## config.mk

```make
export PLATFORM = sky130hd
export DESIGN_NAME = cmc_clock_ctrl
export DESIGN_NICKNAME = d
export VERILOG_FILES = /design/src/cmc_pkg.sv /design/src/cmc_clock_ctrl.sv /design/src/cmc_cpu_div.sv
export SDC_FILE = /design/constraint.sdc
export NUM_CORES = 1
export LEC_CHECK = 0
export BUFFER_PORTS_ARGS = -buffer_cell sky130_fd_sc_hd__buf_4
export CAP_MARGIN = 10
export CELL_PAD_IN_SITES_DETAIL_PLACEMENT = 0
export CELL_PAD_IN_SITES_GLOBAL_PLACEMENT = 1
export CORE_UTILIZATION = 33
export DETAILED_ROUTE_END_ITERATION = 10
export MAX_ROUTING_LAYER = met4
export PLACE_DENSITY_LB_ADDON = 0.1
export SLEW_MARGIN = 0
export SYNTH_ARGS = -nofsm -noshare
export SYNTH_HDL_FRONTEND = slang
export SYNTH_HIERARCHICAL = 1
export SYNTH_SLANG_ARGS = --single-unit
```

## constraint.sdc

```tcl
create_clock -name clk_i -period 2.2 [get_ports clk_i]
set_input_delay 0.33 -clock clk_i [delete_from_list [all_inputs] [get_ports clk_i]]
set_output_delay 0.33 -clock clk_i [all_outputs]
set_load 0.02 [all_outputs]
```

## src/cmc_pkg.sv

```systemverilog
`default_nettype none
package cmc_pkg;

  // Register placement: printed offset is a register index, byte address is four times it
  localparam logic [7:0]  OSC_MODE_IDX      = 8'hCA;
  localparam logic [11:0] OSC_MODE_ADDR     = {2'h0, OSC_MODE_IDX, 2'h0};
  localparam logic [7:0]  OSC_MODE_RESET    = 8'h00;

  // Field positions inside the oscillator mode control register
  localparam int          HIGH_STOP_BIT     = 1;
  localparam int          CLK_SEL_BIT       = 2;
  localparam int          MODE_LSB          = 3;
  localparam int          MODE_MSB          = 4;

  // Operating mode field codes
  localparam logic [1:0]  MODE_NORMAL       = 2'h0;
  localparam logic [1:0]  MODE_SLEEP        = 2'h1;
  localparam logic [1:0]  MODE_GREEN        = 2'h2;
  localparam logic [1:0]  MODE_RSVD         = 2'h3;

  // Divider and timing counts, in oscillator ticks
  localparam logic [4:0]  SLOW_DIV          = 5'h04;
  localparam int          CPU_DIV_MIN       = 4;
  localparam int          CPU_DIV_MAX       = 16;
  localparam logic [11:0] WAKE_TICKS        = 12'h800;
  localparam logic [11:0] STARTUP_RC_TICKS  = 12'h040;
  localparam logic [11:0] STARTUP_XTAL_TICKS = 12'h800;

  // Build-time high clock source
  typedef enum logic [2:0] {
    HIGH_CLOCK_CONFIG_INT_FAST_RC,
    HIGH_CLOCK_CONFIG_EXT_RC,
    HIGH_CLOCK_CONFIG_XTAL_32K,
    HIGH_CLOCK_CONFIG_XTAL_12M,
    HIGH_CLOCK_CONFIG_XTAL_4M
  } cmc_high_clock_config_t;

  // Clock controller sequencing states
  typedef enum logic [2:0] {
    ST_BOOT,
    ST_RUN,
    ST_GREEN,
    ST_SLEEP,
    ST_WAKE
  } cmc_state_t;

endpackage
`default_nettype wire

```

## src/cmc_clock_ctrl.sv

```systemverilog
// Operation
// - High-speed source or slow internal RC may drive the system clock.
// - Normal mode instruction clock is high clock divided by build factor 4..16.
// - Slow mode instruction clock is slow RC clock divided by four.
// - Stop bit one halts the high oscillator only while the slow RC clock is selected; slow RC keeps running.
// - Clock select bit two: zero high clock, one slow RC clock.
// - Mode field bits 4:3: normal, sleep, green, reserved.
// - Sleep stops both high oscillator and slow RC.
// - Build option picks fast RC, external RC, 32K, 12M or 4M crystal.
// - Internal fast RC option turns both oscillator pins into general I/O.
// - External clock or RC takes input pin; output pin becomes general I/O.
// - Start-up wait is short for RC types, longer for crystals.
// - Slow RC stops only in sleep and its wake wait, or green with 32K and no watchdog.
// - No software bit stops the slow RC on its own.
// - Slow RC clocks the watchdog and the slow mode system clock.
// - Sleep wake waits 2048 high oscillator clocks, then enters normal mode.
// - Green wake returns to the previous mode with no settling wait.
// - Port level change wakes both low-power modes; timer overflow wakes green only.
`timescale 1ns/1ns
`default_nettype none
module cmc_clock_ctrl
  import cmc_pkg::*;
#(
  parameter cmc_high_clock_config_t   HIGH_CLK_OPT   = HIGH_CLOCK_CONFIG_INT_FAST_RC,
  parameter int          CPU_DIV        = 4,
  parameter bit          WDT_EN         = 1'b1,
  parameter int          WAKE_W         = 8,
  parameter logic [11:0] RC_START_TICKS = STARTUP_RC_TICKS,
  parameter logic [11:0] XT_START_TICKS = STARTUP_XTAL_TICKS
) (
  input  wire logic              clk_i,
  input  wire logic              rst_b_i,
  // Avalon-MM slave
  input  wire logic [11:0]       avs_address_i,
  input  wire logic              avs_read_i,
  input  wire logic              avs_write_i,
  input  wire logic [31:0]       avs_writedata_i,
  input  wire logic [3:0]        avs_byteenable_i,
  output logic [31:0]            avs_readdata_o,
  output logic                   avs_waitrequest_o,
  // Oscillator inputs, asynchronous
  input  wire logic              fast_osc_i,
  input  wire logic              slow_osc_i,
  // Wake sources
  input  wire logic [WAKE_W-1:0] wake_port_i,
  input  wire logic              timer_ovf_i,
  // Oscillator enables and pin roles
  output logic                   high_osc_en_o,
  output logic                   slow_rc_en_o,
  output logic                   osc_input_gpio_o,
  output logic                   osc_output_gpio_o,
  // Clock results
  output logic                   cpu_clk_o,
  output logic                   cpu_tick_o,
  output logic                   cpu_run_o,
  output logic                   wdt_tick_o,
  output logic                   slow_sel_o
);

  // Build-time checks, refused at elaboration
  if (CPU_DIV < CPU_DIV_MIN || CPU_DIV > CPU_DIV_MAX) begin : g_bad_div
    $error("CPU_DIV out of range");
  end
  if (WAKE_W < 1) begin : g_bad_wake_w
    $error("WAKE_W must be positive");
  end
  // A zero start-up count would wrap the compare and wait a full counter span
  if (RC_START_TICKS == 12'h000 || XT_START_TICKS == 12'h000) begin : g_bad_start
    $error("start-up tick counts must be nonzero");
  end

  localparam logic [4:0]  FAST_DIV    = 5'(CPU_DIV);
  localparam bit          RC_TYPE     = (HIGH_CLK_OPT == HIGH_CLOCK_CONFIG_INT_FAST_RC) ||
                                        (HIGH_CLK_OPT == HIGH_CLOCK_CONFIG_EXT_RC);
  localparam logic [11:0] START_TICKS = RC_TYPE ? RC_START_TICKS : XT_START_TICKS;

  logic              high_osc_stop_q;
  logic              clock_source_select_q;
  logic [1:0]        operating_mode_q;
  logic              ack_q;
  logic              hit;
  logic              wr_take;
  logic              wake_clear;
  logic              sleep_exit;
  cmc_state_t        state_q;
  logic [11:0]       tick_cnt_q;
  logic              sel_slow_q;
  logic [2:0]        fast_sy_q;
  logic [2:0]        slow_sy_q;
  logic [WAKE_W-1:0] port_sy1_q;
  logic [WAKE_W-1:0] port_sy2_q;
  logic [WAKE_W-1:0] port_old_q;
  logic              port_change;
  logic              fast_tick;
  logic              slow_tick;
  logic              src_tick;
  logic [4:0]        src_div;
  logic              boundary;
  logic              run_div;

  // Map a write value onto the mode field; the reserved code is stored as normal
  function automatic logic [1:0] mode_of(input logic [7:0] wdata);
    logic [1:0] m;
    m = wdata[MODE_MSB:MODE_LSB];
    mode_of = (m == MODE_RSVD) ? MODE_NORMAL : m;
  endfunction

  // Avalon decode: one wait cycle, then the access completes
  assign hit               = (avs_address_i == OSC_MODE_ADDR);
  assign avs_waitrequest_o = (avs_read_i || avs_write_i) && !ack_q;
  assign wr_take           = avs_write_i && ack_q && hit && avs_byteenable_i[0];

  // Access acknowledge flop
  always_ff @(posedge clk_i) begin
    if (!rst_b_i) begin
      ack_q <= 1'b0;
    end else begin
      ack_q <= (avs_read_i || avs_write_i) && !ack_q;
    end
  end

  // Read data, ready at the completing edge; unused bits and other addresses read zero
  always_ff @(posedge clk_i) begin
    if (!rst_b_i) begin
      avs_readdata_o <= 32'h0000_0000;
    end else if (avs_read_i && !ack_q) begin
      avs_readdata_o <= hit ? {27'h000_0000, operating_mode_q,
                               clock_source_select_q, high_osc_stop_q, 1'b0}
                            : 32'h0000_0000;
    end
  end

  // Hardware clears the mode field when a wake completes
  assign sleep_exit = (state_q == ST_WAKE) && fast_tick &&
                      (tick_cnt_q == WAKE_TICKS - 12'h001);
  assign wake_clear = sleep_exit || ((state_q == ST_GREEN) &&
                      (port_change || timer_ovf_i));

  // Operating mode field
  always_ff @(posedge clk_i) begin
    if (!rst_b_i) begin
      operating_mode_q <= OSC_MODE_RESET[MODE_MSB:MODE_LSB];
    end else if (wake_clear) begin
      operating_mode_q <= MODE_NORMAL;
    end else if (wr_take) begin
      operating_mode_q <= mode_of(avs_writedata_i[7:0]);
    end
  end

  // Clock select and high oscillator stop; a sleep wake lands in normal mode
  always_ff @(posedge clk_i) begin
    if (!rst_b_i) begin
      clock_source_select_q <= OSC_MODE_RESET[CLK_SEL_BIT];
      high_osc_stop_q       <= OSC_MODE_RESET[HIGH_STOP_BIT];
    end else if (sleep_exit) begin
      clock_source_select_q <= 1'b0;
      high_osc_stop_q       <= 1'b0;
    end else if (wr_take) begin
      clock_source_select_q <= avs_writedata_i[CLK_SEL_BIT];
      high_osc_stop_q       <= avs_writedata_i[HIGH_STOP_BIT];
    end
  end

  // Oscillator synchronisers; edges are taken from the second and third stages
  always_ff @(posedge clk_i) begin
    if (!rst_b_i) begin
      fast_sy_q <= 3'h0;
      slow_sy_q <= 3'h0;
    end else begin
      fast_sy_q <= {fast_sy_q[1:0], fast_osc_i};
      slow_sy_q <= {slow_sy_q[1:0], slow_osc_i};
    end
  end

  // One tick per oscillator rising edge, only while that oscillator is enabled
  assign fast_tick = fast_sy_q[1] && !fast_sy_q[2] && high_osc_en_o;
  assign slow_tick = slow_sy_q[1] && !slow_sy_q[2] && slow_rc_en_o;

  // Wake port synchroniser and level change detector
  always_ff @(posedge clk_i) begin
    if (!rst_b_i) begin
      port_sy1_q <= '0;
      port_sy2_q <= '0;
      port_old_q <= '0;
    end else begin
      port_sy1_q <= wake_port_i;
      port_sy2_q <= port_sy1_q;
      port_old_q <= port_sy2_q;
    end
  end

  assign port_change = (port_sy2_q != port_old_q);

  // Mode sequencer: start-up wait, run, green, sleep and sleep wake settling
  always_ff @(posedge clk_i) begin
    if (!rst_b_i) begin
      state_q <= ST_BOOT;
    end else begin
      case (state_q)
        ST_BOOT: begin
          if (fast_tick && tick_cnt_q == START_TICKS - 12'h001) begin
            state_q <= ST_RUN;
          end
        end
        ST_RUN: begin
          if (operating_mode_q == MODE_SLEEP) begin
            state_q <= ST_SLEEP;
          end else if (operating_mode_q == MODE_GREEN) begin
            state_q <= ST_GREEN;
          end
        end
        ST_GREEN: begin
          if (port_change || timer_ovf_i) begin
            state_q <= ST_RUN;
          end
        end
        ST_SLEEP: begin
          if (port_change) begin
            state_q <= ST_WAKE;
          end
        end
        ST_WAKE: begin
          if (sleep_exit) begin
            state_q <= ST_RUN;
          end
        end
        default: begin
          state_q <= ST_BOOT;
        end
      endcase
    end
  end

  // Settling counter in high oscillator ticks, for start-up and sleep wake
  always_ff @(posedge clk_i) begin
    if (!rst_b_i) begin
      tick_cnt_q <= 12'h000;
    end else if (state_q != ST_BOOT && state_q != ST_WAKE) begin
      tick_cnt_q <= 12'h000;
    end else if (fast_tick) begin
      tick_cnt_q <= tick_cnt_q + 12'h001;
    end
  end

  // Active source follows the select bit at a safe low phase point, or at once while the divider is not running
  always_ff @(posedge clk_i) begin
    if (!rst_b_i) begin
      sel_slow_q <= 1'b0;
    end else if (!run_div || boundary) begin
      sel_slow_q <= clock_source_select_q;
    end
  end

  // Oscillator enables; slow RC has no private stop bit
  always_ff @(posedge clk_i) begin
    if (!rst_b_i) begin
      high_osc_en_o <= 1'b1;
      slow_rc_en_o  <= 1'b1;
    end else begin
      high_osc_en_o <= (state_q == ST_WAKE) || ((state_q != ST_SLEEP) &&
                       !(high_osc_stop_q && sel_slow_q));
      slow_rc_en_o  <= (state_q != ST_SLEEP) && (state_q != ST_WAKE) &&
                       !((state_q == ST_GREEN) && (HIGH_CLK_OPT == HIGH_CLOCK_CONFIG_XTAL_32K) &&
                         !WDT_EN);
    end
  end

  // Pin roles from the build option
  always_ff @(posedge clk_i) begin
    if (!rst_b_i) begin
      osc_input_gpio_o  <= 1'b0;
      osc_output_gpio_o <= 1'b0;
    end else begin
      osc_input_gpio_o  <= (HIGH_CLK_OPT == HIGH_CLOCK_CONFIG_INT_FAST_RC);
      osc_output_gpio_o <= RC_TYPE;
    end
  end

  // Watchdog tick from the slow RC
  always_ff @(posedge clk_i) begin
    if (!rst_b_i) begin
      wdt_tick_o <= 1'b0;
    end else begin
      wdt_tick_o <= slow_tick;
    end
  end

  // Source tick and divide factor feeding the instruction clock divider
  assign run_div    = (state_q == ST_RUN);
  assign src_tick   = sel_slow_q ? slow_tick : fast_tick;
  assign src_div    = sel_slow_q ? SLOW_DIV : FAST_DIV;
  assign cpu_run_o  = run_div;
  assign slow_sel_o = sel_slow_q;

  cmc_cpu_div u_div (
    .clk_i      (clk_i),
    .rst_b_i    (rst_b_i),
    .run_i      (run_div),
    .tick_i     (src_tick),
    .div_i      (src_div),
    .cpu_clk_o  (cpu_clk_o),
    .cpu_tick_o (cpu_tick_o),
    .boundary_o (boundary)
  );
endmodule
`default_nettype wire

```

## src/cmc_cpu_div.sv

```systemverilog
`timescale 1ns/1ns
`default_nettype none
module cmc_cpu_div
  import cmc_pkg::*;
(
  input  wire logic       clk_i,
  input  wire logic       rst_b_i,
  input  wire logic       run_i,
  input  wire logic       tick_i,
  input  wire logic [4:0] div_i,
  output logic            cpu_clk_o,
  output logic            cpu_tick_o,
  output logic            boundary_o
);

  logic [4:0] cnt_q;
  logic [4:0] cnt_d;
  logic       wrap;

  // Half period of the instruction clock for a given divide factor
  function automatic logic [4:0] half_of(input logic [4:0] div);
    half_of = {1'b0, div[4:1]};
  endfunction

  // Next count, wrapping at the divide factor
  assign wrap  = (cnt_q == div_i - 5'h01);
  assign cnt_d = wrap ? 5'h00 : cnt_q + 5'h01;

  // Phase counter; low phase starts at zero so a switch never cuts a high pulse
  always_ff @(posedge clk_i) begin
    if (!rst_b_i || !run_i) begin
      cnt_q <= 5'h00;
    end else if (tick_i) begin
      cnt_q <= cnt_d;
    end
  end

  // Instruction clock level and end-of-cycle pulse
  always_ff @(posedge clk_i) begin
    if (!rst_b_i || !run_i) begin
      cpu_clk_o  <= 1'b0;
      cpu_tick_o <= 1'b0;
    end else begin
      cpu_clk_o  <= tick_i ? (cnt_d >= half_of(div_i)) : cpu_clk_o;
      cpu_tick_o <= tick_i && wrap;
    end
  end

  // Safe point for changing source or factor
  assign boundary_o = (cnt_q == 5'h00);
endmodule
`default_nettype wire

```

==> impl_results.rst, run 1 <==
.. list-table::
   :header-rows: 1

   * - Metric
     - Value
   * - Status
     - finished, violations left
   * - Failing checks
     - design-rule violations
   * - Critical-path cell list
     - xor2_1, o31ai_2, and2_4, nor2b_1, ha_1, a21o_1, a21o_1, a21oi_1, o22ai_1
   * - Max Cap Violations
     - 0
   * - Floorplan Core Area
     - a little under 0.009 mm2
   * - Mean routed wirelength per cell
     - roughly 10 um
   * - Peak fanout along the critical path
     - 4
   * - Post-synthesis instance area
     - 0.00304 mm2
   * - DR pass1 iterations
     - 7
   * - Post-CTS repair timing setup buffer count
     - 0
   * - Maximum vdd drop
     - 0.000418 V
   * - Hold Path Class
     - input port to register
   * - Post-Route Skew
     - approximately 8.0 ps
   * - Total Power
     - 2.54 mW
   * - Leakage power total
     - ~1.6 nW
   * - Average vias per placed instance
     - roughly 4.3
   * - Final hold violation count
     - 0
   * - GRT Util Overall
     - 13.0%
   * - Count of H-tree levels built during CTS
     - 3
   * - Input/output buffers
     - 45
   * - Synth Area per Inst
     - just over 9 um2
   * - Cell with the largest stage delay on the worst path
     - dfxtp_1
   * - Die width
     - between 90 and 100 um
   * - Crit path required time
     - around 2400 ps
   * - Post-Synthesis Cells
     - 335
   * - Clock slew at reported path FFs
     - ~70 ps
   * - Final std cell area, no fill
     - between 0.003 and 0.004 mm2
   * - Final standard cell utilization of the core
     - between 40% and 50%
   * - Antenna violations before repair
     - 0
   * - Area growth from synthesis to layout
     - 21.1%
   * - Routed via count
     - between 2000 and 2500
   * - First-iteration detailed-routing DRC count
     - 85
   * - Setup tns final
     - 0 ps
   * - Critical path buffer and inverter count
     - 0
   * - Flops & latches, synth
     - between 60 and 70
   * - NumNets Final
     - approximately 470
   * - Root Driver
     - clkbuf_8
   * - Aggregate routed wire length
     - about 5400 um
   * - Die height
     - ~98 um
   * - Maximum clock path buffer count
     - 2
   * - Number of standard-cell rows in the floorplan
     - 34
   * - Worst endpoint data arrival time
     - roughly 2200 ps
   * - Share of flip-flops with an asynchronous set or reset
     - 0%
   * - Hold-critical path depth
     - 2
   * - Via count of the first global-routing pass
     - between 2000 and 2500
   * - Remaining global-route overflow
     - 0
   * - Worst Setup End Kind
     - register
   * - Pwr Density
     - a little under 700 mW/mm2
   * - Post-DP HPWL
     - 4020 um
   * - TritonCTS Sinks
     - 66
   * - Path depth of the worst reg2reg path
     - 9
   * - Synth warn
     - 6
   * - Maximum number of pins on one net before global-route repair
     - 40
   * - Io pins
     - between 100 and 150
   * - Global-route wire length before repair
     - roughly 9500 um
   * - Effective utilization at floorplan
     - 34.5%
   * - Tcrit/Tclk final
     - between 90% and 100%
   * - Die footprint
     - between 0.009 and 0.01 mm2
   * - Prevailing post-synth register cell
     - dfxtp_1
   * - CP startpoint kind
     - register
   * - F_max
     - around 0.50 GHz
   * - WS Path Type
     - register to register
   * - Filler cell count
     - about 910
   * - Number of flops mapped to enable cells by yosys
     - 0
   * - TritonCTS buffer count
     - 9
   * - Number of max-slew violations in the final report
     - 0
   * - Residual DRC
     - 4
   * - Biggest cell delay along the critical path
     - about 330 ps
   * - Seq/Total Area, Yosys
     - 43.5%
   * - Number of antenna repair diodes
     - 0
   * - Placer's final routability congestion estimate
     - approximately 0.78
   * - Clock tree from TritonCTS
     - yes
   * - Count of distinct cell types in the synthesized netlist
     - 46
   * - CP top delay family
     - compound AO/OA/AOI/OAI gates
   * - Final critical delay including setup and external delays
     - approximately 2000 ps
   * - Total stage count of the critical path
     - 9
   * - Most common cell type on the critical path
     - a21o_1
   * - Remaining antenna violation count
     - 0
   * - Number of setup violations in the final report
     - 0
   * - Unrepaired setup endpoints after global routing
     - false
   * - Proportion of layout cells with a drive suffix above 1
     - a little under a fifth
   * - Insertion delay of the later-clocked pin in the worst-skew pair
     - 340 ps
   * - Post-place instance area
     - around 0.0035 mm2
-- final timing paths --
kind | from | endpoint | slack (ps)
setup / recovery | u_div/cnt_q[4]$_SDFFE_PP0P_ | u_div/cpu_clk_o$_SDFFE_PP0P_ | 210
hold / removal | wake_port_i[4] | port_sy1_q[4]$_SDFF_PN0_ | 190
setup reg to reg | u_div/cnt_q[4]$_SDFFE_PP0P_ | u_div/cpu_clk_o$_SDFFE_PP0P_ | 210
hold reg to reg | fast_sy_q[0]$_SDFF_PN0_ | fast_sy_q[1]$_SDFF_PN0_ | 430
-- state kept, by name, summed over array words and instances, names as in the netlist, 2 cells and up --
signal and count:
avs_readdata_o 4, fast_sy_q 3, operating_mode_q 2, port_old_q 8
port_sy1_q 8, port_sy2_q 8, slow_sy_q 3, state_q 3
tick_cnt_q 12, u_div/cnt_q 5
-- report_power, final --
| part | internal (mW) | switching, mW |
|---|---|---|
| Sequential | 1.22 | 0.0107 |
| Clock | 0.642 | 0.472 |
| Combinational | 0.0824 | 0.108 |
-- cells in the final DEF (no fill, tap or decap), types with 4 or more instances in the layout --
cell	n
a21oi_1	11
a22oi_1	4
and2_1	31
and3_1	5
buf_4	53
clkbuf_8	9
conb_1	44
dfxtp_1	66
ha_1	8
inv_1	11
nand2_1	19
nand2b_1	8
nand3_1	12
nand4_1	4
nor2_1	33
nor3_1	11
o21ai_0	5
xnor2_1	19
xor2_1	10
-- what timing repair did --
action	in CTS	in global routing
gates resized for setup	0	2
endpoints found under the setup margin	0	1
hold buffers	0	0
-- cell usage after synthesis, types with 8 or more instances --
cell type | count | area share (%)
dfxtp_1 | 66 | 44
nor2_1 | 33 | 4.1
and2_1 | 32 | 6.6
buf_4 | 30 | 7.4
nand2_1 | 19 | 2.3
xnor2_1 | 19 | 5.5
nand3_1 | 12 | 2.0
a21oi_1 | 11 | 1.8
inv_1 | 11 | 1.4
nor3_1 | 11 | 1.8
xor2_1 | 10 | 2.9
ha_1 | 8 | 3.3
nand2b_1 | 8 | 1.6
-- stage by stage --
| step | hold WS [ps] | setup WS, ps | instances |
|---|---|---|---|
| after global routing | 171 | 61.1 | 515 |
| after detailed placement | 417 | 111 | 499 |
| final | 192 | 207 | 515 |
| after floorplan | 358 | 153 | 377 |
| after CTS | 171 | 82.7 | 515 |
| after global placement | 414 | 127 | 499 |
-- cell type report --
| type | count | area, um2 | area share (%) |
|---|---|---|---|
| sequential | 66 | 1320 | 35.9 |
| clock inverter | 6 | 90.1 | 2.45 |
| multi-input combinational | 260 | 1560 | 42.4 |
| inverter | 12 | 45.0 | 1.22 |
| clock buffer | 10 | 128 | 3.47 |
| timing repair buffer | 53 | 398 | 10.8 |
| tap | 108 | 135 | 3.67 |
-- logic make-up (layout without fill, tap and decap cells) --
logic type	after synthesis	after routing	share of synthesized area, %
other cells	2	44	0.247
flops	66	66	43.5
fa+ha+maj	8	8	3.30
buf+inv	51	81	10.5
compound gates	33	33	6.96
xor+xnor	30	30	8.90
mux	4	4	1.36
simple gates	141	141	25.2
-- per-layer routing --
| layer | vias up | global-route usage [%] | part of all wire (%) |
|---|---|---|---|
| li1 | 1176 | - | - |
| met4 | 0 | 5.59 | 1.8 |
| met2 | 46 | 21.6 | 49 |
| met1 | 978 | 14.5 | 46 |
| met5 | - | - | 0 |
| met3 | 12 | 3.65 | 3.3 |
(Power assumes the default switching activity.)
==> run 2: changes to the inputs <==
--- a/config.mk
+++ b/config.mk
@@ -12,7 +12,7 @@
 export CORE_UTILIZATION = 33
 export DETAILED_ROUTE_END_ITERATION = 10
 export MAX_ROUTING_LAYER = met4
-export PLACE_DENSITY_LB_ADDON = 0.1
+export PLACE_DENSITY = 0.82
 export SLEW_MARGIN = 0
 export SYNTH_ARGS = -nofsm -noshare
 export SYNTH_HDL_FRONTEND = slang
==> run 2 against run 1 <==
The run still ends with design-rule violations left. Critical path depth is the same. Routed wire length shrank 0.58%. Fmax is 2.0% lower. Sequential share of layout area increased by 0.51 points. First-iteration DRC count is 38% higher. Clock skew fell by 4.0 ps. Utilization shrank 0.58 points. Final cell count decreased by 0.78%.
==> impl_results.rst, run 2 (same netlist as run 1, synthesis figures left out) <==
.. list-table::
   :header-rows: 1

   * - Metric
     - Value
   * - Placer's final routability congestion estimate
     - 0.810 (+4.2%)
   * - Final hold violation count
     - 0 (unchanged)
   * - Commonest cells after routing, fill and taps aside
     - 66 x dfxtp_1, 49 x buf_4, 44 x conb_1, 33 x nor2_1, 32 x and2_1
   * - Proportion of layout cells with a drive suffix above 1
     - 17.6% (-1.1 points)
   * - Number of setup violations in the final report
     - 0 (unchanged)
   * - Post-CTS repair timing setup buffer count
     - 0 (unchanged)
   * - Biggest cell delay along the critical path
     - 370 ps (+40 ps)
   * - Most common library cell in the layout ignoring fill and taps
     - dfxtp_1
   * - Remaining antenna violation count
     - 0 (unchanged)
   * - Worst endpoint data arrival time
     - 2250 ps (+40 ps)
   * - Worst Setup End Kind
     - register
   * - First-iteration detailed-routing DRC count
     - 117 (+38%)
   * - Aggregate routed wire length
     - 5350 um (-0.58%)
   * - Crit path required time
     - 2420 ps (about the same)
   * - Worst slack at placement
     - 188 ps (+76.8 ps)
   * - Remaining global-route overflow
     - 0 (unchanged)
   * - Root Driver
     - clkbuf_8
   * - Clock tree from TritonCTS
     - yes
   * - Filler cell count
     - 871 (-4.1%)
   * - Average vias per placed instance
     - 4.38 (+2.0%)
   * - Most common cell type on the critical path
     - a21o_1
   * - Io pins
     - 105 (unchanged)
   * - Unrepaired setup endpoints after global routing
     - false
   * - Maximum vdd drop
     - 0.000396 V (-5.3%)
   * - Fin cells
     - 511 (-0.78%)
   * - Residual DRC
     - 6 (+2)
   * - Fin worst setup slack
     - 167 ps (-40.0 ps)
   * - DR pass1 iterations
     - 7 (unchanged)
   * - Die footprint
     - 0.00959 mm2 (unchanged)
   * - Routed via count
     - 2239 (+1.2%)
   * - Setup slack, reg-to-reg
     - 170 ps (-40 ps)
   * - Mean routed wirelength per cell
     - 10.5 um (+0.20%)
   * - Via count of the first global-routing pass
     - 2139 (+3.1%)
   * - Count of hold-fix buffers inserted at cts
     - 0 (unchanged)
   * - Total placed cells including tap cells
     - 495 (-0.80%)
   * - Peak fanout along the critical path
     - 4 (unchanged)
   * - Die width
     - 97.9 um (unchanged)
   * - Max reg flops
     - 12 (unchanged)
   * - Pwr Density
     - 670 mW/mm2 (-2.8%)
   * - Count of H-tree levels built during CTS
     - 3 (unchanged)
   * - Clock slew at reported path FFs
     - 70 ps (about the same)
   * - F_max
     - 0.492 GHz (-2.0%)
   * - Hold Path Class
     - input port to register
   * - Total Power
     - 2.43 mW (-4.1%)
   * - Post-Route Skew
     - 3.99 ps (-4.05 ps)
   * - Reg with most FFs
     - tick_cnt_q
   * - TritonCTS buffer count
     - 9 (unchanged)
   * - Area growth from synthesis to layout
     - 19.4%
   * - Antenna violations before repair
     - 0 (unchanged)
   * - Failing checks
     - design-rule violations
   * - Leakage power total
     - 1.54 nW (-2.4%)
   * - CP top delay family
     - compound AO/OA/AOI/OAI gates
   * - Post-DP HPWL
     - 3940 um (-2.1%)
   * - Post-cts repair resize count
     - 0 (unchanged)
   * - TritonCTS Sinks
     - 66 (unchanged)
   * - Input/output buffers
     - 45 (unchanged)
   * - Critical path buffer and inverter count
     - 0 (unchanged)
   * - Floorplan Core Area
     - 0.00881 mm2 (unchanged)
   * - Number of max-slew violations in the final report
     - 0 (unchanged)
   * - NumNets Final
     - 469 (-0.85%)
   * - Max Cap Violations
     - 0 (unchanged)
   * - Final critical delay including setup and external delays
     - 2030 ps (+40.0 ps)
   * - GRT Util Overall
     - 12.5% (-0.49 points)
   * - Effective utilization at floorplan
     - 34.5% (unchanged)
   * - Maximum clock path buffer count
     - 2 (unchanged)
   * - Maximum number of pins on one net before global-route repair
     - 40 (unchanged)
   * - Global-route wire length before repair
     - 9290 um (-2.2%)
   * - CP startpoint kind
     - register
   * - WS Path Type
     - register to register
   * - Setup tns final
     - 0 ps (unchanged)
   * - Die height
     - 97.9 um (unchanged)
   * - Cell with the largest stage delay on the worst path
     - dfxtp_1
   * - Number of standard-cell rows in the floorplan
     - 34 (unchanged)
   * - Tcrit/Tclk final
     - 92.4% (+1.8 points)
   * - Status
     - finished, violations left
   * - Insertion delay of the later-clocked pin in the worst-skew pair
     - 330 ps (about the same)
   * - Number of antenna repair diodes
     - 0 (unchanged)
   * - Critical-path cell list
     - xor2_1, o31ai_1, and2_1, nor2b_1, ha_1, a21o_1, a21o_1, a21oi_1, o22ai_1
[run 2: cell count changes in the layout (fill, tap and decap cells not counted), sizes merged]
cell and change:
buf -4, inv -1, bufinv -1, clkinvlp +2
[run 2: per-stage QoR]
stage / hold WS (ps) / area [um2] / utilization [%]
floorplan: 358 / 3190 / -
global placement: 413 / 3420 / 38.9
detailed placement: 418 / 3420 / 38.9
CTS: 173 / 3630 / 41.2
global route: 175 / 3630 / 41.2
finish: 198 / 3630 / 41.2
[run 2: cell type report]
| type | instances | area [um2] | area share [%] |
|---|---|---|---|
| repair buffers | 49 | 368 | 10.1 |
| clock buffers | 10 | 138 | 3.80 |
| well taps | 108 | 135 | 3.73 |
| flip-flops and latches | 66 | 1320 | 36.4 |
| multi-input cells | 260 | 1550 | 42.8 |
| inverters | 12 | 45.0 | 1.24 |
| clock inverters | 6 | 66.3 | 1.83 |
[run 2: path summary, 6_finish.rpt]
| path | from | end | depth (start not counted) |
|---|---|---|---|
| worst max-delay path | u_div/cnt_q[4]$_SDFFE_PP0P_ | u_div/cpu_clk_o$_SDFFE_PP0P_ | 9 |
| worst min-delay path | wake_port_i[7] | port_sy1_q[7]$_SDFF_PN0_ | 2 |
| worst max register to register | u_div/cnt_q[4]$_SDFFE_PP0P_ | u_div/cpu_clk_o$_SDFFE_PP0P_ | 9 |
| worst min register to register | slow_sy_q[2]$_SDFF_PN0_ | wdt_tick_o$_SDFF_PN0_ | 1 |
[run 2: where the power goes]
part           internal, mW  total, mW  switching (mW)
clock network         0.553       1.01           0.457
registers              1.22       1.23          0.0112
logic                0.0813      0.189           0.108
total                  1.85       2.43           0.576
[run 2: worst reg2reg max path: stages, from the launching register on]
cell and delay, ps:
dfxtp_1 370, xor2_1 190, o31ai_1 310, and2_1 190, nor2b_1 60, ha_1 270
a21o_1 150, a21o_1 170, a21oi_1 130, o22ai_1 80
[run 2: layer usage]
layer | part of all wire (%) | vias to the layer above | GRT usage, %
met1 | 45 | 1006 | 13.7
li1 | - | 1169 | -
met2 | 49 | 57 | 21.0
met3 | 4.9 | 7 | 3.94
met4 | 1.4 | 0 | 4.90
met5 | 0 | - | -
